`src/opaddr_map.vh`:
```
`ifndef OPADDR_MAP_VH
`define OPADDR_MAP_VH

// ****************************************
// Instruction word fields
// ****************************************
`define BYTE_BIT 15
`define SRC_HI 11
`define SRC_LO 6
`define DST_HI 5
`define DST_LO 0
`define DEFER_BIT 3

// ****************************************
// Addressing modes
// ****************************************
`define MODE_REG 3'h0
`define MODE_REG_DEF 3'h1
`define MODE_AUTOINC 3'h2
`define MODE_AUTOINC_DEF 3'h3
`define MODE_AUTODEC 3'h4
`define MODE_AUTODEC_DEF 3'h5
`define MODE_INDEX 3'h6
`define MODE_INDEX_DEF 3'h7

// ****************************************
// Dedicated registers
// ****************************************
`define REG_HARDWARE_STACK_POINTER 3'h6
`define REG_PROGRAM_COUNTER 3'h7

// ****************************************
// Pointer steps and reset values
// ****************************************
`define STEP_WORD 16'h0002
`define STEP_BYTE 16'h0001
`define GPR_RESET 16'h0000
`define BYTE_MASK_HI 8'h00

// ****************************************
// Operand kinds on the result port
// ****************************************
`define KIND_REG 2'h0
`define KIND_ADDR 2'h1
`define KIND_IMM 2'h2

`endif

```
`src/operand_address_generator.v`:
```
`timescale 1ns/1ns
`include "opaddr_map.vh"

module operand_address_generator (
    input wire clk,
    input wire reset,
    input wire ce,
    input wire start,
    output wire busy,
    output wire decode_req,
    output wire [15:0] instr_word,
    output wire byte_op,
    input wire src_en,
    input wire dst_en,
    output wire mem_rd,
    output wire [15:0] mem_addr,
    input wire mem_ack,
    input wire [15:0] mem_rdata,
    output wire opnd_valid,
    input wire opnd_ready,
    output wire opnd_is_dst,
    output wire [1:0] opnd_kind,
    output wire [2:0] opnd_reg,
    output wire [15:0] opnd_addr,
    output wire [15:0] opnd_data,
    output wire done,
    output wire wb_ready,
    input wire wb_en,
    input wire [2:0] wb_reg,
    input wire wb_byte,
    input wire [15:0] wb_data,
    input wire pc_load,
    input wire [15:0] pc_value,
    input wire [2:0] rd_sel,
    output wire [15:0] rd_data
);

    // ****************************************
    // States
    // ****************************************
    localparam S_IDLE = 3'h0;
    localparam S_FETCH = 3'h1;
    localparam S_DEC = 3'h2;
    localparam S_EVAL = 3'h3;
    localparam S_PTR = 3'h4;
    localparam S_IDX = 3'h5;
    localparam S_IND = 3'h6;
    localparam S_EMIT = 3'h7;

    // ****************************************
    // Storage
    // ****************************************
    reg [15:0] rf_r [0:7];
    reg [2:0] state_r;
    reg [15:0] instr_r;
    reg [5:0] spec_r;
    reg phase_r;
    reg dst_pend_r;
    reg done_r;
    reg mem_rd_r;
    reg [15:0] mem_addr_r;
    reg [1:0] kind_r;
    reg [2:0] reg_r;
    reg [15:0] addr_r;
    reg [15:0] data_r;
    integer i;

    wire [2:0] mode;
    wire [2:0] rsel;
    wire [15:0] rval;
    wire [15:0] pc;
    wire [15:0] pc_next;
    wire [15:0] rval_up;
    wire [15:0] rval_down;
    wire [15:0] index_sum;
    wire byte_w;

    assign mode = spec_r[5:3];
    assign rsel = spec_r[2:0];
    assign rval = rf_r[rsel];
    assign pc = rf_r[`REG_PROGRAM_COUNTER];
    assign pc_next = pc + `STEP_WORD;
    assign byte_w = instr_r[`BYTE_BIT];
    // Counter was advanced in the previous state, so the sum sees the new value
    assign index_sum = mem_rdata + rval;

    pointer_step u_step (
        .value(rval),
        .mode(mode),
        .reg_sel(rsel),
        .byte_op(byte_w),
        .value_up(rval_up),
        .value_down(rval_down)
    );

    // ****************************************
    // Outputs
    // ****************************************
    assign busy = (state_r != S_IDLE) | done_r;
    assign decode_req = (state_r == S_DEC);
    assign instr_word = instr_r;
    assign byte_op = byte_w;
    assign mem_rd = mem_rd_r;
    assign mem_addr = mem_addr_r;
    assign opnd_valid = (state_r == S_EMIT);
    assign opnd_is_dst = phase_r;
    assign opnd_kind = kind_r;
    assign opnd_reg = reg_r;
    assign opnd_addr = addr_r;
    assign opnd_data = data_r;
    assign done = done_r;
    // Write-back only while idle, so it never races a pointer update
    assign wb_ready = (state_r == S_IDLE) & ~start & ~done_r;
    assign rd_data = rf_r[rd_sel];

    // ****************************************
    // Sequencer and register file
    // ****************************************
    always @(posedge clk) begin
        if (reset) begin
            for (i = 0; i < 8; i = i + 1) begin
                rf_r[i] <= `GPR_RESET;
            end
            state_r <= S_IDLE;
            instr_r <= 16'h0000;
            spec_r <= 6'h00;
            phase_r <= 1'b0;
            dst_pend_r <= 1'b0;
            done_r <= 1'b0;
            mem_rd_r <= 1'b0;
            mem_addr_r <= 16'h0000;
            kind_r <= `KIND_REG;
            reg_r <= 3'h0;
            addr_r <= 16'h0000;
            data_r <= 16'h0000;
        end else if (ce) begin
            done_r <= 1'b0;
            case (state_r)
                S_IDLE: begin
                    if (done_r) begin
                        state_r <= S_IDLE;
                    end else if (start) begin
                        mem_addr_r <= pc;
                        mem_rd_r <= 1'b1;
                        state_r <= S_FETCH;
                    end else if (wb_en) begin
                        if (wb_byte) begin
                            rf_r[wb_reg][7:0] <= wb_data[7:0];
                        end else begin
                            rf_r[wb_reg] <= wb_data;
                        end
                    end else if (pc_load) begin
                        rf_r[`REG_PROGRAM_COUNTER] <= pc_value;
                    end
                end
                S_FETCH: begin
                    if (mem_ack) begin
                        instr_r <= mem_rdata;
                        rf_r[`REG_PROGRAM_COUNTER] <= pc_next;
                        mem_rd_r <= 1'b0;
                        state_r <= S_DEC;
                    end
                end
                S_DEC: begin
                    if (src_en) begin
                        spec_r <= instr_r[`SRC_HI:`SRC_LO];
                        phase_r <= 1'b0;
                        dst_pend_r <= dst_en;
                        state_r <= S_EVAL;
                    end else if (dst_en) begin
                        spec_r <= instr_r[`DST_HI:`DST_LO];
                        phase_r <= 1'b1;
                        dst_pend_r <= 1'b0;
                        state_r <= S_EVAL;
                    end else begin
                        done_r <= 1'b1;
                        state_r <= S_IDLE;
                    end
                end
                S_EVAL: begin
                    reg_r <= rsel;
                    kind_r <= `KIND_ADDR;
                    data_r <= 16'h0000;
                    case (mode)
                        `MODE_REG: begin
                            kind_r <= `KIND_REG;
                            addr_r <= 16'h0000;
                            // Upper byte hidden for byte operations
                            data_r <= byte_w ? {`BYTE_MASK_HI, rval[7:0]} : rval;
                            state_r <= S_EMIT;
                        end
                        `MODE_REG_DEF: begin
                            addr_r <= rval;
                            state_r <= S_EMIT;
                        end
                        `MODE_AUTOINC: begin
                            rf_r[rsel] <= rval_up;
                            if (rsel == `REG_PROGRAM_COUNTER) begin
                                kind_r <= `KIND_IMM;
                                addr_r <= rval;
                                mem_addr_r <= rval;
                                mem_rd_r <= 1'b1;
                                state_r <= S_PTR;
                            end else begin
                                addr_r <= rval;
                                state_r <= S_EMIT;
                            end
                        end
                        `MODE_AUTOINC_DEF: begin
                            mem_addr_r <= rval;
                            mem_rd_r <= 1'b1;
                            rf_r[rsel] <= rval_up;
                            state_r <= S_PTR;
                        end
                        `MODE_AUTODEC: begin
                            rf_r[rsel] <= rval_down;
                            addr_r <= rval_down;
                            state_r <= S_EMIT;
                        end
                        `MODE_AUTODEC_DEF: begin
                            rf_r[rsel] <= rval_down;
                            mem_addr_r <= rval_down;
                            mem_rd_r <= 1'b1;
                            state_r <= S_PTR;
                        end
                        default: begin
                            // Index word sits at the counter; consume it first
                            mem_addr_r <= pc;
                            mem_rd_r <= 1'b1;
                            rf_r[`REG_PROGRAM_COUNTER] <= pc_next;
                            state_r <= S_IDX;
                        end
                    endcase
                end
                S_PTR: begin
                    if (mem_ack) begin
                        mem_rd_r <= 1'b0;
                        if (kind_r == `KIND_IMM) begin
                            data_r <= mem_rdata;
                        end else begin
                            addr_r <= mem_rdata;
                        end
                        state_r <= S_EMIT;
                    end
                end
                S_IDX: begin
                    if (mem_ack) begin
                        if (mode == `MODE_INDEX) begin
                            mem_rd_r <= 1'b0;
                            addr_r <= index_sum;
                            state_r <= S_EMIT;
                        end else begin
                            mem_addr_r <= index_sum;
                            state_r <= S_IND;
                        end
                    end
                end
                S_IND: begin
                    if (mem_ack) begin
                        mem_rd_r <= 1'b0;
                        addr_r <= mem_rdata;
                        state_r <= S_EMIT;
                    end
                end
                S_EMIT: begin
                    if (opnd_ready) begin
                        if (dst_pend_r) begin
                            // Destination sees every update made by the source
                            spec_r <= instr_r[`DST_HI:`DST_LO];
                            phase_r <= 1'b1;
                            dst_pend_r <= 1'b0;
                            state_r <= S_EVAL;
                        end else begin
                            done_r <= 1'b1;
                            state_r <= S_IDLE;
                        end
                    end
                end
                default: begin
                    state_r <= S_IDLE;
                end
            endcase
        end
    end

endmodule

```
`src/pointer_step.v`:
```
`timescale 1ns/1ns
`include "opaddr_map.vh"

// Stepped pointer values for the auto modes; the stack pointer and the
// program counter must stay word aligned, so they never step by one.
module pointer_step (
    input wire [15:0] value,
    input wire [2:0] mode,
    input wire [2:0] reg_sel,
    input wire byte_op,
    output wire [15:0] value_up,
    output wire [15:0] value_down
);

    wire unit_step;
    wire [15:0] step;

    // Deferred forms always walk a table of word addresses
    assign unit_step = byte_op & ~mode[0] & (reg_sel < `REG_HARDWARE_STACK_POINTER);
    assign step = unit_step ? `STEP_BYTE : `STEP_WORD;
    assign value_up = value + step;
    assign value_down = value - step;

endmodule

```
`config.mk`:
```
export PLATFORM = sky130hd
export DESIGN_NAME = operand_address_generator
export DESIGN_NICKNAME = d
export VERILOG_FILES = /design/src/operand_address_generator.v /design/src/pointer_step.v
export VERILOG_INCLUDE_DIRS = /design/src /design/src/src
export SDC_FILE = /design/constraint.sdc
export NUM_CORES = 1
export LEC_CHECK = 0
export BUFFER_PORTS_ARGS = -buffer_cell sky130_fd_sc_hd__buf_2
export CAP_MARGIN = 20
export CORE_ASPECT_RATIO = 1.1
export CORE_MARGIN = 2
export CORE_UTILIZATION = 54
export DETAILED_ROUTE_END_ITERATION = 12
export PLACE_DENSITY = 0.82
export SETUP_SLACK_MARGIN = 0.4
export SLEW_MARGIN = 40
export SYNTH_ARGS = -nofsm -noshare
export SYNTH_HDL_FRONTEND = slang
export SYNTH_SLANG_ARGS = --single-unit
```
`constraint.sdc`:
```
create_clock -name clk -period 4.6 [get_ports clk]
set_clock_uncertainty 0.05 [all_clocks]
set_input_delay 0.69 -clock clk [delete_from_list [all_inputs] [get_ports clk]]
set_output_delay 0.69 -clock clk [all_outputs]
set_load 0.05 [all_outputs]
```
==> results.tsv, run 1 <==
metric	value	unit
status	complete, no violations	
post-synth top area cell	edfxtp_1	
Synth top cells by count	nor2_1, nand2_1, edfxtp_1, dfxtp_1, a21oi_1	
CP arrival	4380	ps
hold_ws	403	ps
Area Growth Syn to Fin	15.0	%
post-layout minimum cycle time	4060	ps
clk_lat worst skew	520	ps
fin crit share	0.882	
FFs w/ async S/R, synth	0	
Max Fclk	0.246	GHz
Mapped Nets	1480	
Reg with most FFs	rf_r	
Crit Path Category	reg2reg	
Final TNS setup	0	ps
Synth Area per Inst	9.67	sq um
Max VDD drop	233	uV
vias in the first global route	12400	
Initial Util	0.550	
NumNets Final	1628	
initial antenna violation count	1	
compound-gate portion of the synthesized area	0.186	
DRC	0	
Post-Synth Simple-Gate Area	0.182	
sw frac	0.305	
die span in x	154	um
synthesized instance count	1391	
sequential fraction of the synthesis area	0.412	
reg2reg path depth	8	
area share of the largest cell type after synthesis	0.286	
post-synth cell types	86	
Setup crit start kind	flip-flop	
Power Density	317	nW/um^2
initial drt markers	1744	
cell with the most instances after synthesis	nor2_1	
relative slew slack	0.392	
Net Switching	1500	uW
RD Place Congestion	0.975	
critical path data required time	4920	ps
Synth Warn #	0	
Vert. Die Dim	170	um
TritonCTS clock tree	done	
Via Count	12900	
max-cap violation count	0	
Area after DPL	14700	sq um
first-pass GRT wire length	70.2	mm
final hold violations	0	
clock sink total	213	
Slew Limit Fails	0	
FF-to-FF End	rf_r[7][12]	
Core Box Area	24500	sq um
Site Rows	60	
Least-Margin Pin Slew	895	ps
crit path max fanout	21	
internal power component	3410	uW
vias per cell	6.91	
Primary FF master, synth	edfxtp_1	
First-pass DRT Iterations	7	
# setup viols final	0	
Final HPWL DP	34.0	mm
mux share of post-synthesis cell area	0.134	
Largest register FFs	128	
Reg power frac	0.444	
hold crit path type	reg2reg	
reg-to-reg setup timing slack	540	ps
Port Buffers	157	
EDFF count, synth	128	
Crit. End Element	flip-flop	
Total Routing Usage GR	0.347	
H-tree levels	1	
register bit count reported by yosys	213	
Antenna Nets Post-Route	0	
Setup Fix Bufs, Post-CTS	0	
Min-Delay Endpoint	instr_word[12]	
CTS buffer count	22	
Clock Path Buffers	3	
XOR/XNOR Fraction of Synth Area	0.0241	
full die area	26200	sq um
Netlist Area Pre-Place	13500	sq um
Hold Path Cell Cnt	2	
final instance area	15500	sq um
Synth area leaders	edfxtp_1, dfxtp_1, mux4_2, nor2_1, nand2_1	
Logic pwr share	0.202	
ANT cells	0	
Adder-Cell Fraction of Synth Area	0.0247	
Core Util, Final	0.632	
ratio of cells with drive above 1 in the final layout	0.237	
WL/cell	24.9	um
clk slew on worst S/H paths	60	ps
grt ovf	0	
clock network power share	0.354	
hold path startpoint	instr_word[12]	
DRT Wirelength	46.5	mm
largest net degree at the start of global routing	75	
Ports	158	
main combinational cell family by area after synthesis	compound AO/OA/AOI/OAI gates	
RSZ-0062 raised after global routing	false	
P_leak	0.00582	uW
clk root buf	clkbuf_16	
## worst max-delay path by stage
| stage | from | end | slack, ps | cells after the start |
|---|---|---|---|---|
| global route | flip-flop | rf_r[7][13] | 420 | 13 |
| global placement | flip-flop | opnd_addr[15] | 420 | 14 |
| finish | flip-flop | rf_r[7][12] | 540 | 8 |
| detailed placement | flip-flop | opnd_addr[15] | 350 | 14 |
| CTS | flip-flop | opnd_addr[15] | 420 | 14 |
| floorplan | flip-flop | opnd_addr[15] | 410 | 16 |
## metrics by stage
stage	cells	total power [uW]	setup WS [ps]
floorplan	1391	2860	406
global route	1864	5040	420
global placement	1824	3160	416
finish	1864	4910	541
CTS	1863	4880	425
detailed placement	1824	3170	348
## routing by layer
layer	share of wire	vias to the layer above	track usage	routed length (um)
met1	0.36	6163	0.439	16900
met4	0.056	2	0.175	2610
met5	0.00015	-	0	7
li1	-	5594	-	-
met2	0.47	933	0.567	21800
met3	0.11	179	0.0741	5140
## cells in the final DEF (no fill, tap or decap), drive strengths merged, types with 12 or more instances in the layout
| cell type | count |
|---|---|
| nand3 | 43 |
| nor2 | 203 |
| dfxtp | 85 |
| xor2 | 13 |
| buf | 220 |
| a211oi | 39 |
| nor4 | 16 |
| inv | 16 |
| mux4 | 59 |
| a221oi | 16 |
| mux2i | 21 |
| or3 | 12 |
| nand2b | 12 |
| xnor2 | 24 |
| mux2 | 22 |
| edfxtp | 128 |
| nor3 | 32 |
| ha | 21 |
| nor2b | 16 |
| a21oi | 75 |
| nand2 | 159 |
| a22oi | 42 |
| o22ai | 12 |
| o21ai | 60 |
| clkbuf | 35 |
## final cells by class
class / instances / area [sq um]
fillers: 1986 / 9000
multi-input cells: 1063 / 7510
flip-flops and latches: 213 / 5550
repair buffers: 221 / 1270
clock buffers: 34 / 658
well taps: 310 / 388
inverters: 18 / 67.6
clock inverters: 5 / 32.5
## kinds of logic (layout without fill, tap and decap cells)
logic type               Yosys count  after routing
multiplexers                     102            102
AND/OR/NAND/NOR                  539            539
adder cells (fa/ha/maj)           25             25
buffers and inverters            115            278
flip-flops                       213            213
AO/OA/AOI/OAI                    360            360
XOR/XNOR                          37             37
## what timing repair did
action	in CTS	in global routing
pin swaps	0	1
hold endpoints to repair	0	0
setup endpoints to repair	9	52
resized for setup	3	10
hold buffers	0	0
## power groups by stage
stage	clock network [uW]	logic, uW	registers, uW
6_report	1740	993	2180
5_1_grt	1810	1050	2180
4_1_cts	1740	966	2170
3_5_place_dp	0	958	2210
3_3_place_gp	0	947	2210
2_1_floorplan	0	601	2260
## critical path, cell delays in order, from the launching register on
cell and delay [ps]:
dfxtp_4 490, buf_6 310, mux4_2 550, mux2_2 400, or4b_1 750, or3_1 500, a221oi_1 390, o22ai_2 260
o21ai_1 170
No activity file was read; power rests on OpenSTA's default activity.
==> run 2: changes to the inputs <==
--- a/config.mk
+++ b/config.mk
@@ -6,13 +6,14 @@
 export SDC_FILE = /design/constraint.sdc
 export NUM_CORES = 1
 export LEC_CHECK = 0
+export ABC_AREA = 1
 export BUFFER_PORTS_ARGS = -buffer_cell sky130_fd_sc_hd__buf_2
 export CAP_MARGIN = 20
 export CORE_ASPECT_RATIO = 1.1
 export CORE_MARGIN = 2
-export CORE_UTILIZATION = 54
+export CORE_UTILIZATION = 65
 export DETAILED_ROUTE_END_ITERATION = 12
-export PLACE_DENSITY = 0.82
+export PLACE_DENSITY = 0.91
 export SETUP_SLACK_MARGIN = 0.4
 export SLEW_MARGIN = 40
 export SYNTH_ARGS = -nofsm -noshare
==> constraint.sdc (replaced) <==
create_clock -name clk -period 4.9 [get_ports clk]
set_clock_uncertainty 0.05 [all_clocks]
set_input_delay 0.735 -clock clk [delete_from_list [all_inputs] [get_ports clk]]
set_output_delay 0.735 -clock clk [all_outputs]
set_load 0.05 [all_outputs]
==> results.tsv, run 2 <==
metric	value	unit	change
post-synth top area cell	edfxtp_1		
Total Routing Usage GR	0.457		+0.110
RSZ-0062 raised after global routing	false		
EDFF count, synth	128		unchanged
Clock Path Buffers	3		unchanged
Least-Margin Pin Slew	892	ps	-3.25 ps
Synth area leaders	edfxtp_1, nand2_1, dfxtp_1, o21ai_0, a21oi_1		
post-synth cell types	57		-34%
Power Density	383	nW/um^2	+21%
Core Box Area	21400	sq um	-13%
area share of the largest cell type after synthesis	0.271		-0.0149
clock sink total	213		unchanged
first-pass GRT wire length	81.5	mm	+16%
Ports	158		unchanged
synthesized instance count	2042		+47%
commonest non-fill, non-tap cell in the layout	nand2_1		
Largest register FFs	128		unchanged
Slew Limit Fails	0		unchanged
clk root buf	clkbuf_16		
final hold violations	0		unchanged
First-pass DRT Iterations	9		+2
clk slew on worst S/H paths	70	ps	about the same
hold_ws	414	ps	+10.5 ps
CP arrival	4220	ps	-160 ps
ratio of cells with drive above 1 in the final layout	0.133		-0.105
Mapped Nets	2131		+44%
Setup Fix Bufs, Post-CTS	0		unchanged
Area after DPL	15100	sq um	+2.7%
commonest cells after routing, fill and taps aside	nand2_1, inv_1, nor2_1		
Crit. End Element	flip-flop		
final instance area	15900	sq um	+2.4%
Vert. Die Dim	159	um	-6.2%
fin crit share	0.815		-0.0674
initial drt markers	2473		+42%
TritonCTS clock tree	done		
cell with the most instances after synthesis	nand2_1		
Max Fclk	0.250	GHz	+1.6%
post-layout minimum cycle time	3990	ps	-65.4 ps
relative slew slack	0.401		+0.00998
register bit count reported by yosys	213		unchanged
initial antenna violation count	0		-1
clk_lat worst skew	550	ps	+30 ps
Site Rows	56		-6.7%
Synth top cells by count	nand2_1, inv_1, nor2_1, o21ai_0, a21oi_1		
# setup viols final	0		unchanged
reg-to-reg setup timing slack	910	ps	+370 ps
fill count	1647		-17%
Area Growth Syn to Fin	11.7	%	
FFs w/ async S/R, synth	0		unchanged
RD Place Congestion	1.06		+8.2%
largest net degree at the start of global routing	81		+8.0%
Cells after DPL	2422		+33%
crit path max fanout	40		+90%
hold crit path type	reg2reg		
P_leak	0.00720	uW	+24%
non-filler instance count after layout	2464		+32%
critical path data required time	5120	ps	+200 ps
grt ovf	0		unchanged
ANT cells	0		unchanged
die span in x	145	um	-6.2%
Primary FF master, synth	edfxtp_1		
FF-to-FF End	rf_r[0][12]		
Via Count	16000		+24%
H-tree levels	1		unchanged
Critical Path End	rf_r[0][12]		
max-cap violation count	0		unchanged
NumNets Final	2246		+38%
Crit Path Category	reg2reg		
sequential fraction of the synthesis area	0.391		-0.0215
CTS buffer count	23		+4.5%
Netlist Area Pre-Place	14200	sq um	+5.5%
DRT Wirelength	54.0	mm	+16%
Max VDD drop	358	uV	+53%
hold-fix buffers at CTS	0		unchanged
Port Buffers	157		unchanged
Antenna Nets Post-Route	0		unchanged
Synth Warn #	0		unchanged
Final HPWL DP	39.0	mm	+15%
reg2reg path depth	16		+8
Setup crit start kind	flip-flop		
Final TNS setup	0	ps	unchanged
total power	6070	uW	+24%
vias in the first global route	14900		+21%
Reg with most FFs	rf_r		
WL/cell	21.9	um	-12%
status	complete, no violations		
Synth Area per Inst	6.95	sq um	-28%
DRC	0		unchanged
post-CTS sizing	0		-3
full die area	23000	sq um	-12%
vias per cell	6.50		-5.9%
Initial Util	0.664		+0.114
==> run 2: worst min path at each step <==
stage | start | endpoint | slack [ps] | cells after the start
after floorplan | spec_r[0] | opnd_reg[0] | 410 | 2
after global placement | opnd_addr[10] | opnd_addr[10] | 400 | 2
after detailed placement | opnd_addr[13] | opnd_addr[13] | 410 | 2
after CTS | opnd_addr[13] | opnd_addr[13] | 420 | 2
after global routing | dst_en | dst_pend_r | 440 | 3
final | opnd_addr[13] | opnd_addr[13] | 410 | 2
==> run 2: critical path, cell delays in order, from the launching register on <==
cell and delay (ps):
dfxtp_2 830, o211ai_1 220, nand3_1 150, and2_1 290
inv_1 140, ha_1 250, fa_1 470, nand3_1 170
inv_1 140, nand3_1 100, nand2_1 50, nand2_1 170
nand2_1 70, nand3_1 130, nand2_1 100, inv_1 300
nor2_1 80
==> run 2: cells by family after synthesis <==
| kind of cell | Yosys count | share of synthesized area |
|---|---|---|
| and+or+nand+nor | 955 | 0.285 |
| xor gates and xnor gates | 13 | 0.00802 |
| AOI/OAI and AO/OA | 500 | 0.199 |
| DFF | 213 | 0.391 |
| adders and majority gates | 24 | 0.0227 |
| buffers and inverters | 337 | 0.0941 |
==> run 2: per-layer routing <==
metal / vias to the layer above / GRT usage / part of all wire
met5: - / 0 / 0
met4: 0 / 0.278 / 0.074
met3: 365 / 0.0911 / 0.14
met2: 1450 / 0.719 / 0.45
met1: 7105 / 0.577 / 0.34
li1: 7091 / - / -
==> run 2: layout make-up <==
cell class              count  area, sq um  share of cell area
flip-flops and latches    213         5550               0.350
clock buffers              27          591              0.0373
multi-input cells        1492         7320               0.462
inverters                 246          928              0.0586
clock inverters            15          136             0.00860
well taps                 290          363              0.0229
repair buffers            181          966              0.0609
==> run 2: power breakdown <==
part,switching [uW],leakage (uW),internal [uW]
clock,781,0.000350,974
sequential,111,0.00201,2010
combinational,1650,0.00483,553
==> run 2: through the flow <==
step | worst slack, ps | util
2_1_floorplan | 1430 | -
3_3_place_gp | 1080 | 0.707
3_5_place_dp | 967 | 0.707
4_1_cts | 967 | 0.741
5_1_grt | 617 | 0.742
6_report | 906 | 0.742
